`src/include/asmr_pkg.sv`:
```
// asmr_pkg: constants shared by the status and rate/filter register bank.
// assumes a command engine on sys_clk that hands over one decoded command byte at a time.
`default_nettype none
package asmr_pkg;
    // =========================================================
    // command opcodes (upper three bits select the class)
    localparam logic [2:0] OPC_READ_HI  = 3'h1;
    localparam logic [2:0] OPC_WRITE_HI = 3'h2;
    localparam logic [7:0] OPC_LOCK     = 8'hf2;
    localparam logic [7:0] OPC_UNLOCK   = 8'hf5;

    // =========================================================
    // register addresses
    localparam logic [4:0] ADDR_STATUS    = 5'h01;
    localparam logic [4:0] ADDR_RATE_SEL  = 5'h02;
    localparam logic [4:0] ADDR_CONV_CTRL = 5'h03;

    // =========================================================
    // reset values
    localparam logic [7:0] STATUS_RESET    = 8'h01;
    localparam logic [7:0] RATE_SEL_RESET  = 8'h24;
    localparam logic [7:0] CONV_CTRL_RESET = 8'h01;
    localparam logic [7:0] UNMAPPED_RD     = 8'h00;

    // =========================================================
    // status field positions
    localparam int ST_LOCK    = 7;
    localparam int ST_CHKERR  = 6;
    localparam int ST_AMPLOW  = 5;
    localparam int ST_AMPHIGH = 4;
    localparam int ST_REFLOW  = 3;
    localparam int ST_NEWDATA = 2;
    localparam int ST_CLKEXT  = 1;
    localparam int ST_RESET   = 0;

    // =========================================================
    // rate and filter select field layout
    localparam int M0_RATE_LSB = 3;
    localparam int M0_RATE_W   = 4;
    localparam int M0_FILT_LSB = 0;
    localparam int M0_FILT_W   = 3;
    localparam logic [3:0] RATE_MAX_CODE = 4'hc;
    localparam logic [2:0] FILT_MAX_CODE = 3'h4;
    localparam logic [2:0] FILT_FIR      = 3'h4;

    // sample rates in tenths of a sample per second; 16.6 is truncated to 166
    localparam logic [0:12][16:0] RATE_DECI_SPS = '{
        17'h00019, 17'h00032, 17'h00064, 17'h000a6, 17'h000c8, 17'h001f4, 17'h00258,
        17'h003e8, 17'h00fa0, 17'h02ee0, 17'h05dc0, 17'h0bb80, 17'h11940};

    // =========================================================
    // synchroniser lanes for pin inputs
    localparam int SY_AMPLOW  = 0;
    localparam int SY_AMPHIGH = 1;
    localparam int SY_REFLOW  = 2;
    localparam int SY_CLKEXT  = 3;
    localparam int SY_W       = 4;
endpackage : asmr_pkg
`default_nettype wire
```
`src/hw/asmr_mode_decode.sv`:
```
// asmr_mode_decode: turns the rate and filter codes into usable settings.
// assumes codes come straight from the register; outputs are combinational.
`default_nettype none
module asmr_mode_decode
    import asmr_pkg::*;
(
    // codes
    input  wire logic [3:0]  rateCode,
    input  wire logic [2:0]  filterCode,
    // decoded
    output logic             rateLegal,
    output logic             filterLegal,
    output logic [16:0]      rateDeciSps,
    output logic [2:0]       sincOrder
);
    // =========================================================
    // decode
    always_comb begin
        rateLegal   = (rateCode <= RATE_MAX_CODE);
        filterLegal = (filterCode <= FILT_MAX_CODE);
        // reserved rate codes fall back to zero rather than alias a real rate
        rateDeciSps = rateLegal ? RATE_DECI_SPS[rateCode] : 17'h00000;
        // fir and reserved report order zero; sinc1..4 report 1..4
        sincOrder   = (filterCode < FILT_FIR) ? filterCode + 3'h1 : 3'h0;
    end
endmodule : asmr_mode_decode
`default_nettype wire

```
`src/hw/asmr_regs.sv`:
```
// asmr_regs: device status register and rate/filter select register bank.
// assumes command and event inputs on sys_clk; alarm and clock-detect inputs are pins.
// Behaviour
// - status bit 7 reads 1 after the protect command and 0 after the release command, 0 at reset.
// - a check error sets status bit 6, which stays set until the host writes it to 0.
// - status bit 5 shows the amplifier-below-limit alarm and 0 otherwise.
// - status bit 4 shows the amplifier-above-limit alarm and 0 otherwise.
// - status bit 3 shows the reference-below-limit alarm and 0 otherwise.
// - all three alarm flags clear by themselves at each conversion start unless that alarm is still present.
// - status bit 2 is 1 while conversion data are unread and 0 once read.
// - status bit 1 reports the automatically chosen clock, 1 for external, 0 for internal.
// - status bit 0 is set by every reset and the host may write it to 0 to spot the next one.
// - the status register sits at address 0x01 and resets to 0x01.
// - bits 6:3 of the mode register select the data rate, codes 1101 to 1111 reserved.
// - bits 2:0 of the mode register select the filter, codes 101 to 111 reserved.
// - the mode register sits at address 0x02 and resets to 0x24.
// - while protected all register writes are ignored but reads still work.
// - one register per command, read with 0x20 plus address and write with 0x40 plus address.
// - writing the mode register restarts the conversion in progress.
`default_nettype none
module asmr_regs
    import asmr_pkg::*;
(
    // clock and reset
    input  wire logic        sys_clk,
    input  wire logic        rst_n,
    // command port from the command engine
    input  wire logic        cmdValid,
    input  wire logic [7:0]  cmdByte,
    input  wire logic [7:0]  cmdData,
    output logic             rspValid,
    output logic [7:0]       rspData,
    // conversion events from the converter core
    input  wire logic        crcErrEvt,
    input  wire logic        convStart,
    input  wire logic        newDataEvt,
    input  wire logic        dataReadEvt,
    // analog monitor pins
    input  wire logic        ampLowPin,
    input  wire logic        ampHighPin,
    input  wire logic        refLowPin,
    input  wire logic        clkExtPin,
    // settings to the converter core
    output logic [3:0]       sampleRateCode,
    output logic [2:0]       filterCode,
    output logic [7:0]       convModeCtrl,
    output logic             rateLegal,
    output logic             filterLegal,
    output logic [16:0]      rateDeciSps,
    output logic [2:0]       sincOrder,
    output logic             convRestart,
    output logic             writeLocked
);
    // =========================================================
    // state
    typedef struct packed {
        logic [SY_W-1:0] syncA;
        logic [SY_W-1:0] syncB;
        logic            locked;
        logic            check_error_flag;
        logic            ampLow;
        logic            ampHigh;
        logic            refLow;
        logic            newData;
        logic            clkExt;
        logic            resetSeen;
        logic [7:0]      rateSel;
        logic [7:0]      convCtrl;
        logic            rspValid;
        logic [7:0]      rspData;
        logic            restart;
        logic            rateLegal;
        logic            filterLegal;
        logic [16:0]     rateDeciSps;
        logic [2:0]      sincOrder;
    } asmr_state_s;

    asmr_state_s state_q;
    asmr_state_s state_d;

    // =========================================================
    // helpers
    function automatic logic [7:0] asmr_status_byte(input asmr_state_s s);
        logic [7:0] b;
        b              = 8'h00;
        b[ST_LOCK]     = s.locked;
        b[ST_CHKERR]   = s.check_error_flag;
        b[ST_AMPLOW]   = s.ampLow;
        b[ST_AMPHIGH]  = s.ampHigh;
        b[ST_REFLOW]   = s.refLow;
        b[ST_NEWDATA]  = s.newData;
        b[ST_CLKEXT]   = s.clkExt;
        b[ST_RESET]    = s.resetSeen;
        return b;
    endfunction : asmr_status_byte

    // =========================================================
    // command decode
    logic       isRead;
    logic       isWrite;
    logic       isLock;
    logic       isUnlock;
    logic [4:0] cmdAddr;
    logic       wrAccept;
    logic       wrStatus;
    logic       wrRateSel;
    logic       wrConvCtrl;

    always_comb begin
        cmdAddr  = cmdByte[4:0];
        isRead   = cmdValid && (cmdByte[7:5] == OPC_READ_HI);
        isWrite  = cmdValid && (cmdByte[7:5] == OPC_WRITE_HI);
        isLock   = cmdValid && (cmdByte == OPC_LOCK);
        isUnlock = cmdValid && (cmdByte == OPC_UNLOCK);
        // protect state gates every write, reads are untouched
        wrAccept = isWrite && !state_q.locked;
        wrStatus = wrAccept && (cmdAddr == ADDR_STATUS);
        wrRateSel  = wrAccept && (cmdAddr == ADDR_RATE_SEL);
        wrConvCtrl = wrAccept && (cmdAddr == ADDR_CONV_CTRL);
    end

    // =========================================================
    // mode decode
    logic        decRateLegal;
    logic        decFilterLegal;
    logic [16:0] decRateDeciSps;
    logic [2:0]  decSincOrder;

    asmr_mode_decode u_decode (
        .rateCode    (state_q.rateSel[M0_RATE_LSB +: M0_RATE_W]),
        .filterCode  (state_q.rateSel[M0_FILT_LSB +: M0_FILT_W]),
        .rateLegal   (decRateLegal),
        .filterLegal (decFilterLegal),
        .rateDeciSps (decRateDeciSps),
        .sincOrder   (decSincOrder)
    );

    // =========================================================
    // next state
    always_comb begin
        state_d = state_q;
        // pins pass two flops; only the second stage is read
        state_d.syncA = {clkExtPin, refLowPin, ampHighPin, ampLowPin};
        state_d.syncB = state_q.syncA;

        // protect and release commands always act, even while protected
        if (isLock) begin
            state_d.locked = 1'b1;
        end else if (isUnlock) begin
            state_d.locked = 1'b0;
        end

        // sticky check error; a new error beats a clearing write
        state_d.check_error_flag = crcErrEvt
                       || (state_q.check_error_flag && !(wrStatus && !cmdData[ST_CHKERR]));

        // alarms follow the monitor and drop at conversion start; a live alarm wins
        state_d.ampLow  = state_q.syncB[SY_AMPLOW]
                        || (state_q.ampLow && !convStart);
        state_d.ampHigh = state_q.syncB[SY_AMPHIGH]
                        || (state_q.ampHigh && !convStart);
        state_d.refLow  = state_q.syncB[SY_REFLOW]
                        || (state_q.refLow && !convStart);

        // new data beats a read that lands in the same cycle
        state_d.newData = newDataEvt || (state_q.newData && !dataReadEvt);

        state_d.clkExt  = state_q.syncB[SY_CLKEXT];

        // host may only clear the reset marker; only a reset sets it
        if (wrStatus && !cmdData[ST_RESET]) begin
            state_d.resetSeen = 1'b0;
        end

        if (wrRateSel) begin
            state_d.rateSel = cmdData;
        end
        if (wrConvCtrl) begin
            state_d.convCtrl = cmdData;
        end
        // either mode register write throws away the conversion under way
        state_d.restart = wrRateSel || wrConvCtrl;

        // one byte answered per read command, unmapped reads as zero
        state_d.rspValid = isRead;
        if (isRead) begin
            unique case (cmdAddr)
                ADDR_STATUS: state_d.rspData = asmr_status_byte(state_q);
                ADDR_RATE_SEL:  state_d.rspData = state_q.rateSel;
                ADDR_CONV_CTRL: state_d.rspData = state_q.convCtrl;
                default:     state_d.rspData = UNMAPPED_RD;
            endcase
        end

        state_d.rateLegal   = decRateLegal;
        state_d.filterLegal = decFilterLegal;
        state_d.rateDeciSps = decRateDeciSps;
        state_d.sincOrder   = decSincOrder;
    end

    // =========================================================
    // registers
    always_ff @(posedge sys_clk) begin
        if (!rst_n) begin
            state_q             <= '0;
            state_q.resetSeen   <= STATUS_RESET[ST_RESET];
            state_q.rateSel     <= RATE_SEL_RESET;
            state_q.convCtrl    <= CONV_CTRL_RESET;
            state_q.rateLegal   <= 1'b1;
            state_q.filterLegal <= 1'b1;
        end else begin
            state_q <= state_d;
        end
    end

    // =========================================================
    // outputs
    always_comb begin
        rspValid       = state_q.rspValid;
        rspData        = state_q.rspData;
        sampleRateCode = state_q.rateSel[M0_RATE_LSB +: M0_RATE_W];
        filterCode     = state_q.rateSel[M0_FILT_LSB +: M0_FILT_W];
        convModeCtrl   = state_q.convCtrl;
        rateLegal      = state_q.rateLegal;
        filterLegal    = state_q.filterLegal;
        rateDeciSps    = state_q.rateDeciSps;
        sincOrder      = state_q.sincOrder;
        convRestart    = state_q.restart;
        writeLocked    = state_q.locked;
    end

    // =========================================================
    // checks
    lock_cmd_a: assert property (@(posedge sys_clk) disable iff (!rst_n)
        isLock |=> writeLocked && state_q.locked)
        else $error("protect command did not set lock bit");

    unlock_cmd_a: assert property (@(posedge sys_clk) disable iff (!rst_n)
        isUnlock |=> !writeLocked)
        else $error("release command did not clear lock bit");

    crc_sticky_a: assert property (@(posedge sys_clk) disable iff (!rst_n)
        (crcErrEvt || (state_q.check_error_flag && !wrStatus)) |=> state_q.check_error_flag)
        else $error("check error flag lost");

    crc_clear_a: assert property (@(posedge sys_clk) disable iff (!rst_n)
        (wrStatus && !cmdData[ST_CHKERR] && !crcErrEvt) |=> !state_q.check_error_flag)
        else $error("check error flag not cleared by write");

    alarm_follow_a: assert property (@(posedge sys_clk) disable iff (!rst_n)
        ampLowPin && ampHighPin && refLowPin ##1 ampLowPin && ampHighPin && refLowPin
        |=> ##1 state_q.ampLow && state_q.ampHigh && state_q.refLow)
        else $error("alarm pins not reflected after two syncs");

    alarm_clear_a: assert property (@(posedge sys_clk) disable iff (!rst_n)
        (convStart && state_q.syncB[SY_W-2:0] == 3'h0)
        |=> !state_q.ampLow && !state_q.ampHigh && !state_q.refLow)
        else $error("alarms survived conversion start");

    new_data_a: assert property (@(posedge sys_clk) disable iff (!rst_n)
        (newDataEvt || (state_q.newData && !dataReadEvt)) |=> state_q.newData)
        else $error("new data flag dropped without a read");

    data_read_a: assert property (@(posedge sys_clk) disable iff (!rst_n)
        (dataReadEvt && !newDataEvt) |=> !state_q.newData)
        else $error("new data flag not cleared by read");

    clock_src_a: assert property (@(posedge sys_clk) disable iff (!rst_n)
        clkExtPin [*3] |=> state_q.clkExt)
        else $error("clock source bit does not follow detector");

    clock_int_a: assert property (@(posedge sys_clk) disable iff (!rst_n)
        (!clkExtPin) [*3] |=> !state_q.clkExt)
        else $error("clock source bit stuck at external");

    reset_vals_a: assert property (@(posedge sys_clk) disable iff (!rst_n)
        $rose(rst_n) |-> asmr_status_byte(state_q) == STATUS_RESET
                         && state_q.rateSel == RATE_SEL_RESET
                         && state_q.convCtrl == CONV_CTRL_RESET)
        else $error("wrong reset values");

    locked_write_a: assert property (@(posedge sys_clk) disable iff (!rst_n)
        (isWrite && writeLocked) |=> $stable(state_q.rateSel) && $stable(state_q.convCtrl)
                                     && !convRestart)
        else $error("write accepted while protected");

    read_rsp_a: assert property (@(posedge sys_clk) disable iff (!rst_n)
        (isRead && cmdAddr == ADDR_RATE_SEL) |=> rspValid && rspData == $past(state_q.rateSel))
        else $error("read answer wrong");

    status_read_a: assert property (@(posedge sys_clk) disable iff (!rst_n)
        (isRead && cmdAddr == ADDR_STATUS)
        |=> rspValid && rspData[ST_LOCK] == $past(writeLocked)
            && rspData[ST_RESET] == $past(state_q.resetSeen))
        else $error("status read answer wrong");

    restart_a: assert property (@(posedge sys_clk) disable iff (!rst_n)
        wrRateSel |=> convRestart && state_q.rateSel == $past(cmdData))
        else $error("mode write did not restart conversion");

    restart_pulse_a: assert property (@(posedge sys_clk) disable iff (!rst_n)
        !(wrRateSel || wrConvCtrl) |=> !convRestart)
        else $error("restart pulse without a mode write");

    reset_flag_a: assert property (@(posedge sys_clk) disable iff (!rst_n)
        !state_q.resetSeen |=> !state_q.resetSeen)
        else $error("reset flag set without a reset");
endmodule : asmr_regs
`default_nettype wire

```
`config.mk`:
```
export PLATFORM = sky130hd
export DESIGN_NAME = asmr_regs
export DESIGN_NICKNAME = d
export VERILOG_FILES = /design/src/include/asmr_pkg.sv /design/src/hw/asmr_mode_decode.sv /design/src/hw/asmr_regs.sv
export SDC_FILE = /design/constraint.sdc
export NUM_CORES = 1
export LEC_CHECK = 0
export ABC_AREA = 1
export BUFFER_PORTS_ARGS = -buffer_cell sky130_fd_sc_hd__buf_2
export CORE_MARGIN = 3
export CORE_UTILIZATION = 45
export DETAILED_ROUTE_END_ITERATION = 8
export GPL_TIMING_DRIVEN = 0
export PLACE_DENSITY = 0.7
export SLEW_MARGIN = 40
export SYNTH_ARGS = -nofsm -noshare
export SYNTH_HDL_FRONTEND = slang
export SYNTH_SLANG_ARGS = --single-unit
```
`constraint.sdc`:
```
create_clock -name sys_clk -period 2 [get_ports sys_clk]
set_input_delay 0.4 -clock sys_clk [delete_from_list [all_inputs] [get_ports sys_clk]]
set_output_delay 0.4 -clock sys_clk [all_outputs]
set_load 0.02 [all_outputs]
```
==> metrics.yaml, run 1 <==
synth:
  synth_top_area_frac: 0.450
  synth_edf_count: 0
  synth_seq_area_share: 0.450
  synth_top_flop_cell: "dfxtp_1"
  yosys_warnings: 0
  synth_top_area_cell: "dfxtp_1"
  synthCells: 353
  synth.cell_area_um2: 2850
  ys_ff_latch: 64
  synthesis.nets: 387
  synthArstFlopShare: 0
  post_synth_num_cell_types: 29
  syn_avg_cell_area_um2: 8.06
  synth_area_leaders: "dfxtp_1 45%, buf_4 12%, nor2_1 6.1%, nand2_1 5.9%, inv_1 4.5%"
layout:
  diodes: 0
  post-route-cell-area_um2: 3480
  syn_to_final_growth_pct: 22.2
  final_nets: 472
  drive_above_1_share: 0.352
grt:
  grt_pass1_wl_mm: 10.5
  grt_max_degree: 11
  grt_pass1_vias: 2234
  antenna_found_initial: 0
  overflow: 0
  grt_usage: 0.183
sta:
  finalMaxSlewViolations: 0
  fmax_ghz: 0.564
  hold_viol: 0
  post-route-min-period_ns: 1.77
  worst_clock_skew_ns: 0.00881
  period_share: 0.886
  rsz0062_at_grt: "no"
  finalSetupViolCount: 0
  fin_setup_tns_ns: 0
  worst_pin_slew_ns: 0.508
  slew_headroom: 0.661
clocking:
  htree_levels: 3
  numCtsBuffers: 9
  cts_setup_buffers: 0
  cts_buffer_depth: 2
  clock-sinks: 64
  cts_tree: "done"
  clk_pin_slew_ns: 0.07
  clk_latency_ns: 0.35
  root_buffer: "clkbuf_8"
hold_path:
  min_path_type: "in -> reg"
critical_path:
  worstPathBufferInverterCount: 4
  cpMostUsedCell: "inv_1"
  cp.arrival_ns: 2.01
  crit_required_ns: 2.23
  slowest_delay_ns: 0.54
  cp_slowest_cell: "dfxtp_1"
  setup.worst_path.start_class: "register"
  crit_type: "reg -> reg"
  crit_chain: "inv_1, ha_1, inv_1, nand3_1, nand2_1, inv_1, nand2_1, inv_1, nand3_1, nor2_1"
  end_kind: "register"
  path_max_fanout: 9
  critPathTopFamily: "flip-flops"
drt:
  wl_per_cell_um: 12.2
  firstDrtPassIters: 4
  drt_wl_total_mm: 6.32
  vias_per_cell: 4.75
  drc: 0
  drt_iter0_drc: 152
  vias: 2460
  drtAntennaViolNets: 0
floorplan:
  rows: 28
  dieArea_um2: 7310
  fp.dieH_um: 85.5
  start_util: 0.472
  core_um2: 6030
  ios: 75
  die-width_um: 85.5
placement:
  gp_congestion: 0.870
  dp_hpwl_mm: 4.67
  port_buffers: 74
  place_area_um2: 3310
run_status:
  outcome: "finished clean"
pwr:
  vdd_drop_max_v: 0.000353
  powerDensity_nw_per_um2: 694
  leakage_nw: 1.82
job:
  drv_cap: 0
power by group:
group | leakage (nW) | switching [W] | internal [W] | total (W)
Clock | 0.0834 | 0.000481 | 0.000480 | 0.000961
Combinational | 1.22 | 0.000100 | 0.0000528 | 0.000153
Sequential | 0.520 | 0.00000710 | 0.00129 | 0.00130
stage by stage:
stage	hold WS [ns]	total power, W	setup WS [ns]	util	cells
4_1_cts	0.223	0.00244	0.148	0.577	518
3_5_place_dp	0.397	0.00148	0.157	0.549	502
6_report	0.235	0.00241	0.227	0.577	518
2_1_floorplan	0.390	0.00142	0.547	-	353
3_3_place_gp	0.394	0.00148	0.197	0.549	502
5_1_grt	0.241	0.00251	0.0718	0.577	518
cell usage in the layout (no fill, tap or decap), types with 3 or more instances in the layout:
master,netlist,layout
dfxtp_1,64,63
nor3_1,7,7
buf_2,5,79
inv_2,4,4
inv_1,34,34
ha_1,7,7
nand3_1,20,20
o21ai_0,19,19
nand2_1,45,45
clkbuf_1,1,4
buf_4,44,44
nand4_1,18,18
a211oi_1,3,3
a21oi_1,16,16
a21oi_2,3,3
clkbuf_8,0,10
nor2_1,46,46
routing by layer:
layer,track usage,part of all wire,up-vias
met4,0.0806,0.015,0
met2,0.279,0.46,75
met3,0.0528,0.081,9
met5,0,0,-
met1,0.242,0.44,1111
li1,-,-,1265
sequential cells by signal, indices dropped and copies added, names as in the netlist, 3 cells and up:
signal	flops
state_q	11
filterCode	3
sampleRateCode	4
sincOrder	3
convModeCtrl	8
rateDeciSps	17
rspData	8
state_d	5
synth_stat cells, types with 2 or more instances:
cell type	instances
ha_1	7
dfxtp_1	64
clkinv_1	2
o21ai_0	19
buf_4	44
nor2_2	2
nor2_8	2
a21oi_2	3
buf_2	5
nand3_1	20
inv_2	4
nand2_1	45
a21oi_1	16
inv_1	34
nor2_1	46
nand4_1	18
nor2_4	2
a211oi_1	3
nor3_1	7
final timing paths:
check / depth (start not counted) / end / slack (ns) / startpoint
max: 10 / rateDeciSps[14] / 0.23 / sampleRateCode[1]
min: 3 / state_d[56] / 0.24 / ampLowPin
max reg2reg: 10 / rateDeciSps[14] / 0.23 / sampleRateCode[1]
min reg2reg: 2 / state_d[49] / 0.41 / state_d[59]
tightest hold or removal path: cells and delay by family:
family / cells / cell delay, ns
buf+inv: 2 / 0.11
simple gates: 1 / 0.04
cell type report:
type	count	area, um2
fillers	597	2550
clock inverters	3	17.5
plain buffers	51	363
repair buffers	74	370
well taps	75	93.8
clock buffers	13	149
inverters	41	156
multi-input cells	197	1040
flip-flops and latches	64	1280
cells by family (layout without fill, tap and decap cells):
logic type	after synthesis	in the layout	synth area share
flip-flops	64	64	0.450
AO/OA/AOI/OAI	42	42	0.0814
AND/OR/NAND/NOR	148	148	0.255
buffers and inverters	92	182	0.182
adder cells (fa/ha/maj)	7	7	0.0308
what timing repair did:
item                                    CTS  global route
resized for setup                         0             1
endpoints found under the setup margin    0             1
hold buffers                              0             0
No activity file was read; power rests on OpenSTA's default activity.
==> inputs of run 2 (changes only) <==
--- a/config.mk
+++ b/config.mk
@@ -7,7 +7,7 @@
 export LEC_CHECK = 0
 export ABC_AREA = 1
 export BUFFER_PORTS_ARGS = -buffer_cell sky130_fd_sc_hd__buf_2
-export CORE_MARGIN = 3
+export CORE_MARGIN = 5
 export CORE_UTILIZATION = 45
 export DETAILED_ROUTE_END_ITERATION = 8
 export GPL_TIMING_DRIVEN = 0
==> run 2 against run 1 <==
Clock power rose by 2.1%; non-clock buffer count unchanged; sequential share of layout area shrank 0.093 points; clock skew barely moved; sequential cell count unchanged; sequential power hardly changed; maximum frequency grew 0.87%; via count up 1.1%; worst setup slack improved by 0.015 ns; design area up 0.25%; critical path type unchanged; largest power group unchanged.
==> metrics.yaml, run 2 (synthesis gave the netlist of run 1 again) <==
critical_path:
  rr_endpoint: "rateDeciSps[14]"
  cpMostUsedCell: "inv_1"
  crit_type: "reg -> reg"
  critPathCapture: "rateDeciSps[14]"
  critPathTopFamily: "flip-flops"
  cp-startpoint: "sampleRateCode[1]"
  cp.depth: 10  # unchanged
  setup.worst_path.start_class: "register"
  end_kind: "register"
  cp_slowest_cell: "dfxtp_1"
  crit_chain: "inv_1, ha_1, inv_1, nand3_1, nand2_1, inv_1, nand2_1, inv_1, nand3_1, nor2_1"
  cp.arrival_ns: 1.97  # -0.04 ns
  worst_r2r_path_depth: 10  # unchanged
  crit_required_ns: 2.22  # about the same
  reg2reg_from: "sampleRateCode[1]"
  worstPathBufferInverterCount: 4  # unchanged
  ff2ff_setup_slack_ns: 0.24  # +0.02 ns
  path_max_fanout: 9  # unchanged
  slowest_delay_ns: 0.54  # about the same
sta:
  fin_setup_tns_ns: 0  # unchanged
  hold_viol: 0  # unchanged
  rsz0062_at_grt: "no"
  worst_clock_skew_ns: 0.00833  # -0.000474 ns
  whs_ns: 0.246  # +0.0112 ns
  post-route-min-period_ns: 1.76  # -0.0153 ns
  period_share: 0.879  # -0.00767
  slew_headroom: 0.679  # +0.0185
  fmax_ghz: 0.569  # +0.87%
  worst_pin_slew_ns: 0.481  # -0.0277 ns
  finalSetupViolCount: 0  # unchanged
  finalMaxSlewViolations: 0  # unchanged
placement:
  dp_hpwl_mm: 4.87  # +4.2%
  dp.cells: 504  # +0.40%
  gp_congestion: 0.785  # -9.8%
  port_buffers: 74  # unchanged
clocking:
  cts_setup_buffers: 0  # unchanged
  cts_tree: "done"
  cts_buffer_depth: 2  # unchanged
  clock-sinks: 64  # unchanged
  root_buffer: "clkbuf_8"
  clk_pin_slew_ns: 0.06  # about the same
  clk_latency_ns: 0.33  # -0.02 ns
  hold_buffers: 0  # unchanged
  htree_levels: 3  # unchanged
  post_cts_resized: 0  # unchanged
  numCtsBuffers: 9  # unchanged
pwr:
  powerDensity_nw_per_um2: 698  # +0.52%
  leakage_nw: 1.83  # +0.27%
  vdd_drop_max_v: 0.000351  # -0.46%
grt:
  grt_pass1_wl_mm: 10.6  # +1.7%
  grt_usage: 0.174  # -0.00909
  antenna_found_initial: 0  # unchanged
  grt_pass1_vias: 2374  # +6.3%
  overflow: 0  # unchanged
  grt_max_degree: 11  # unchanged
run_status:
  outcome: "finished clean"
floorplan:
  die-width_um: 89.5  # +4.7%
  start_util: 0.456  # -0.0163
  fp.dieH_um: 89.5  # +4.7%
  dieArea_um2: 8010  # +9.6%
  ios: 75  # unchanged
  core_um2: 6240  # +3.6%
  rows: 29  # +3.6%
drt:
  drc: 0  # unchanged
  drt_iter0_drc: 95  # -38%
  drt_wl_total_mm: 6.49  # +2.8%
  firstDrtPassIters: 4  # unchanged
  vias_per_cell: 4.79  # +0.86%
  vias: 2486  # +1.1%
  drtAntennaViolNets: 0  # unchanged
  wl_per_cell_um: 12.5  # +2.6%
layout:
  final_common_cell: "buf_2"
  diodes: 0  # unchanged
  utilization: 0.559  # -0.0185
  syn_to_final_growth_pct: 22.5
  largest_reg_flops: 17  # unchanged
  fill_cells: 623  # +4.4%
  finalNonFillerCells: 519  # +0.19%
  multiInputGateArea_um2: 1040  # unchanged
  final_cell_mix: "79 x buf_2, 63 x dfxtp_1, 46 x nor2_1"
  final_nets: 472  # unchanged
  drive_above_1_share: 0.355  # +0.00306
  regArea_um2: 1280  # unchanged
job:
  drv_cap: 0  # unchanged
hold_path:
  min_path_type: "in -> reg"
## run 2: worst min-delay path by stage
stage           startpoint          end  depth (start not counted)
6_report         clkExtPin  state_d[59]                          3
5_1_grt          clkExtPin  state_d[59]                          3
4_1_cts          clkExtPin  state_d[59]                          3
3_5_place_dp   state_d[57]  state_q[57]                          2
3_3_place_gp   state_d[59]  state_d[49]                          2
2_1_floorplan  state_d[59]  state_d[49]                          2
## run 2: report_power, final
group	total [W]	switching [W]	internal [W]
Combinational	0.000152	0.0000989	0.0000528
Sequential	0.00130	0.00000747	0.00129
Clock	0.000981	0.000474	0.000507
Total	0.00243	0.000580	0.00185
## run 2: area by class of cell
class	instances	share of cell area
flip-flops and latches	64	0.368
multi-input cells	197	0.300
repair buffers	74	0.106
plain buffers	51	0.104
inverters	41	0.0449
clock buffers	12	0.0445
well taps	77	0.0276
clock inverters	3	0.00503
## run 2: metal layers
| layer | track usage | routed length, um | up-vias |
|---|---|---|---|
| met5 | 0 | 0 | - |
| met4 | 0.0907 | 102 | 0 |
| met3 | 0.0525 | 584 | 14 |
| met2 | 0.279 | 3000 | 92 |
| met1 | 0.210 | 2800 | 1112 |
| li1 | - | - | 1268 |
## run 2: tightest hold or removal path, stage by stage
cell and delay, ns:
buf_2 0.07, nand2_1 0.04, inv_1 0.04
## run 2: through the flow
stage	setup slack (ns)	instance area (um2)	total power [W]
2_1_floorplan	0.547	2850	0.00142
3_3_place_gp	0.184	3310	0.00148
3_5_place_dp	0.150	3310	0.00148
4_1_cts	0.135	3480	0.00246
5_1_grt	0.0515	3490	0.00254
6_report	0.243	3490	0.00243
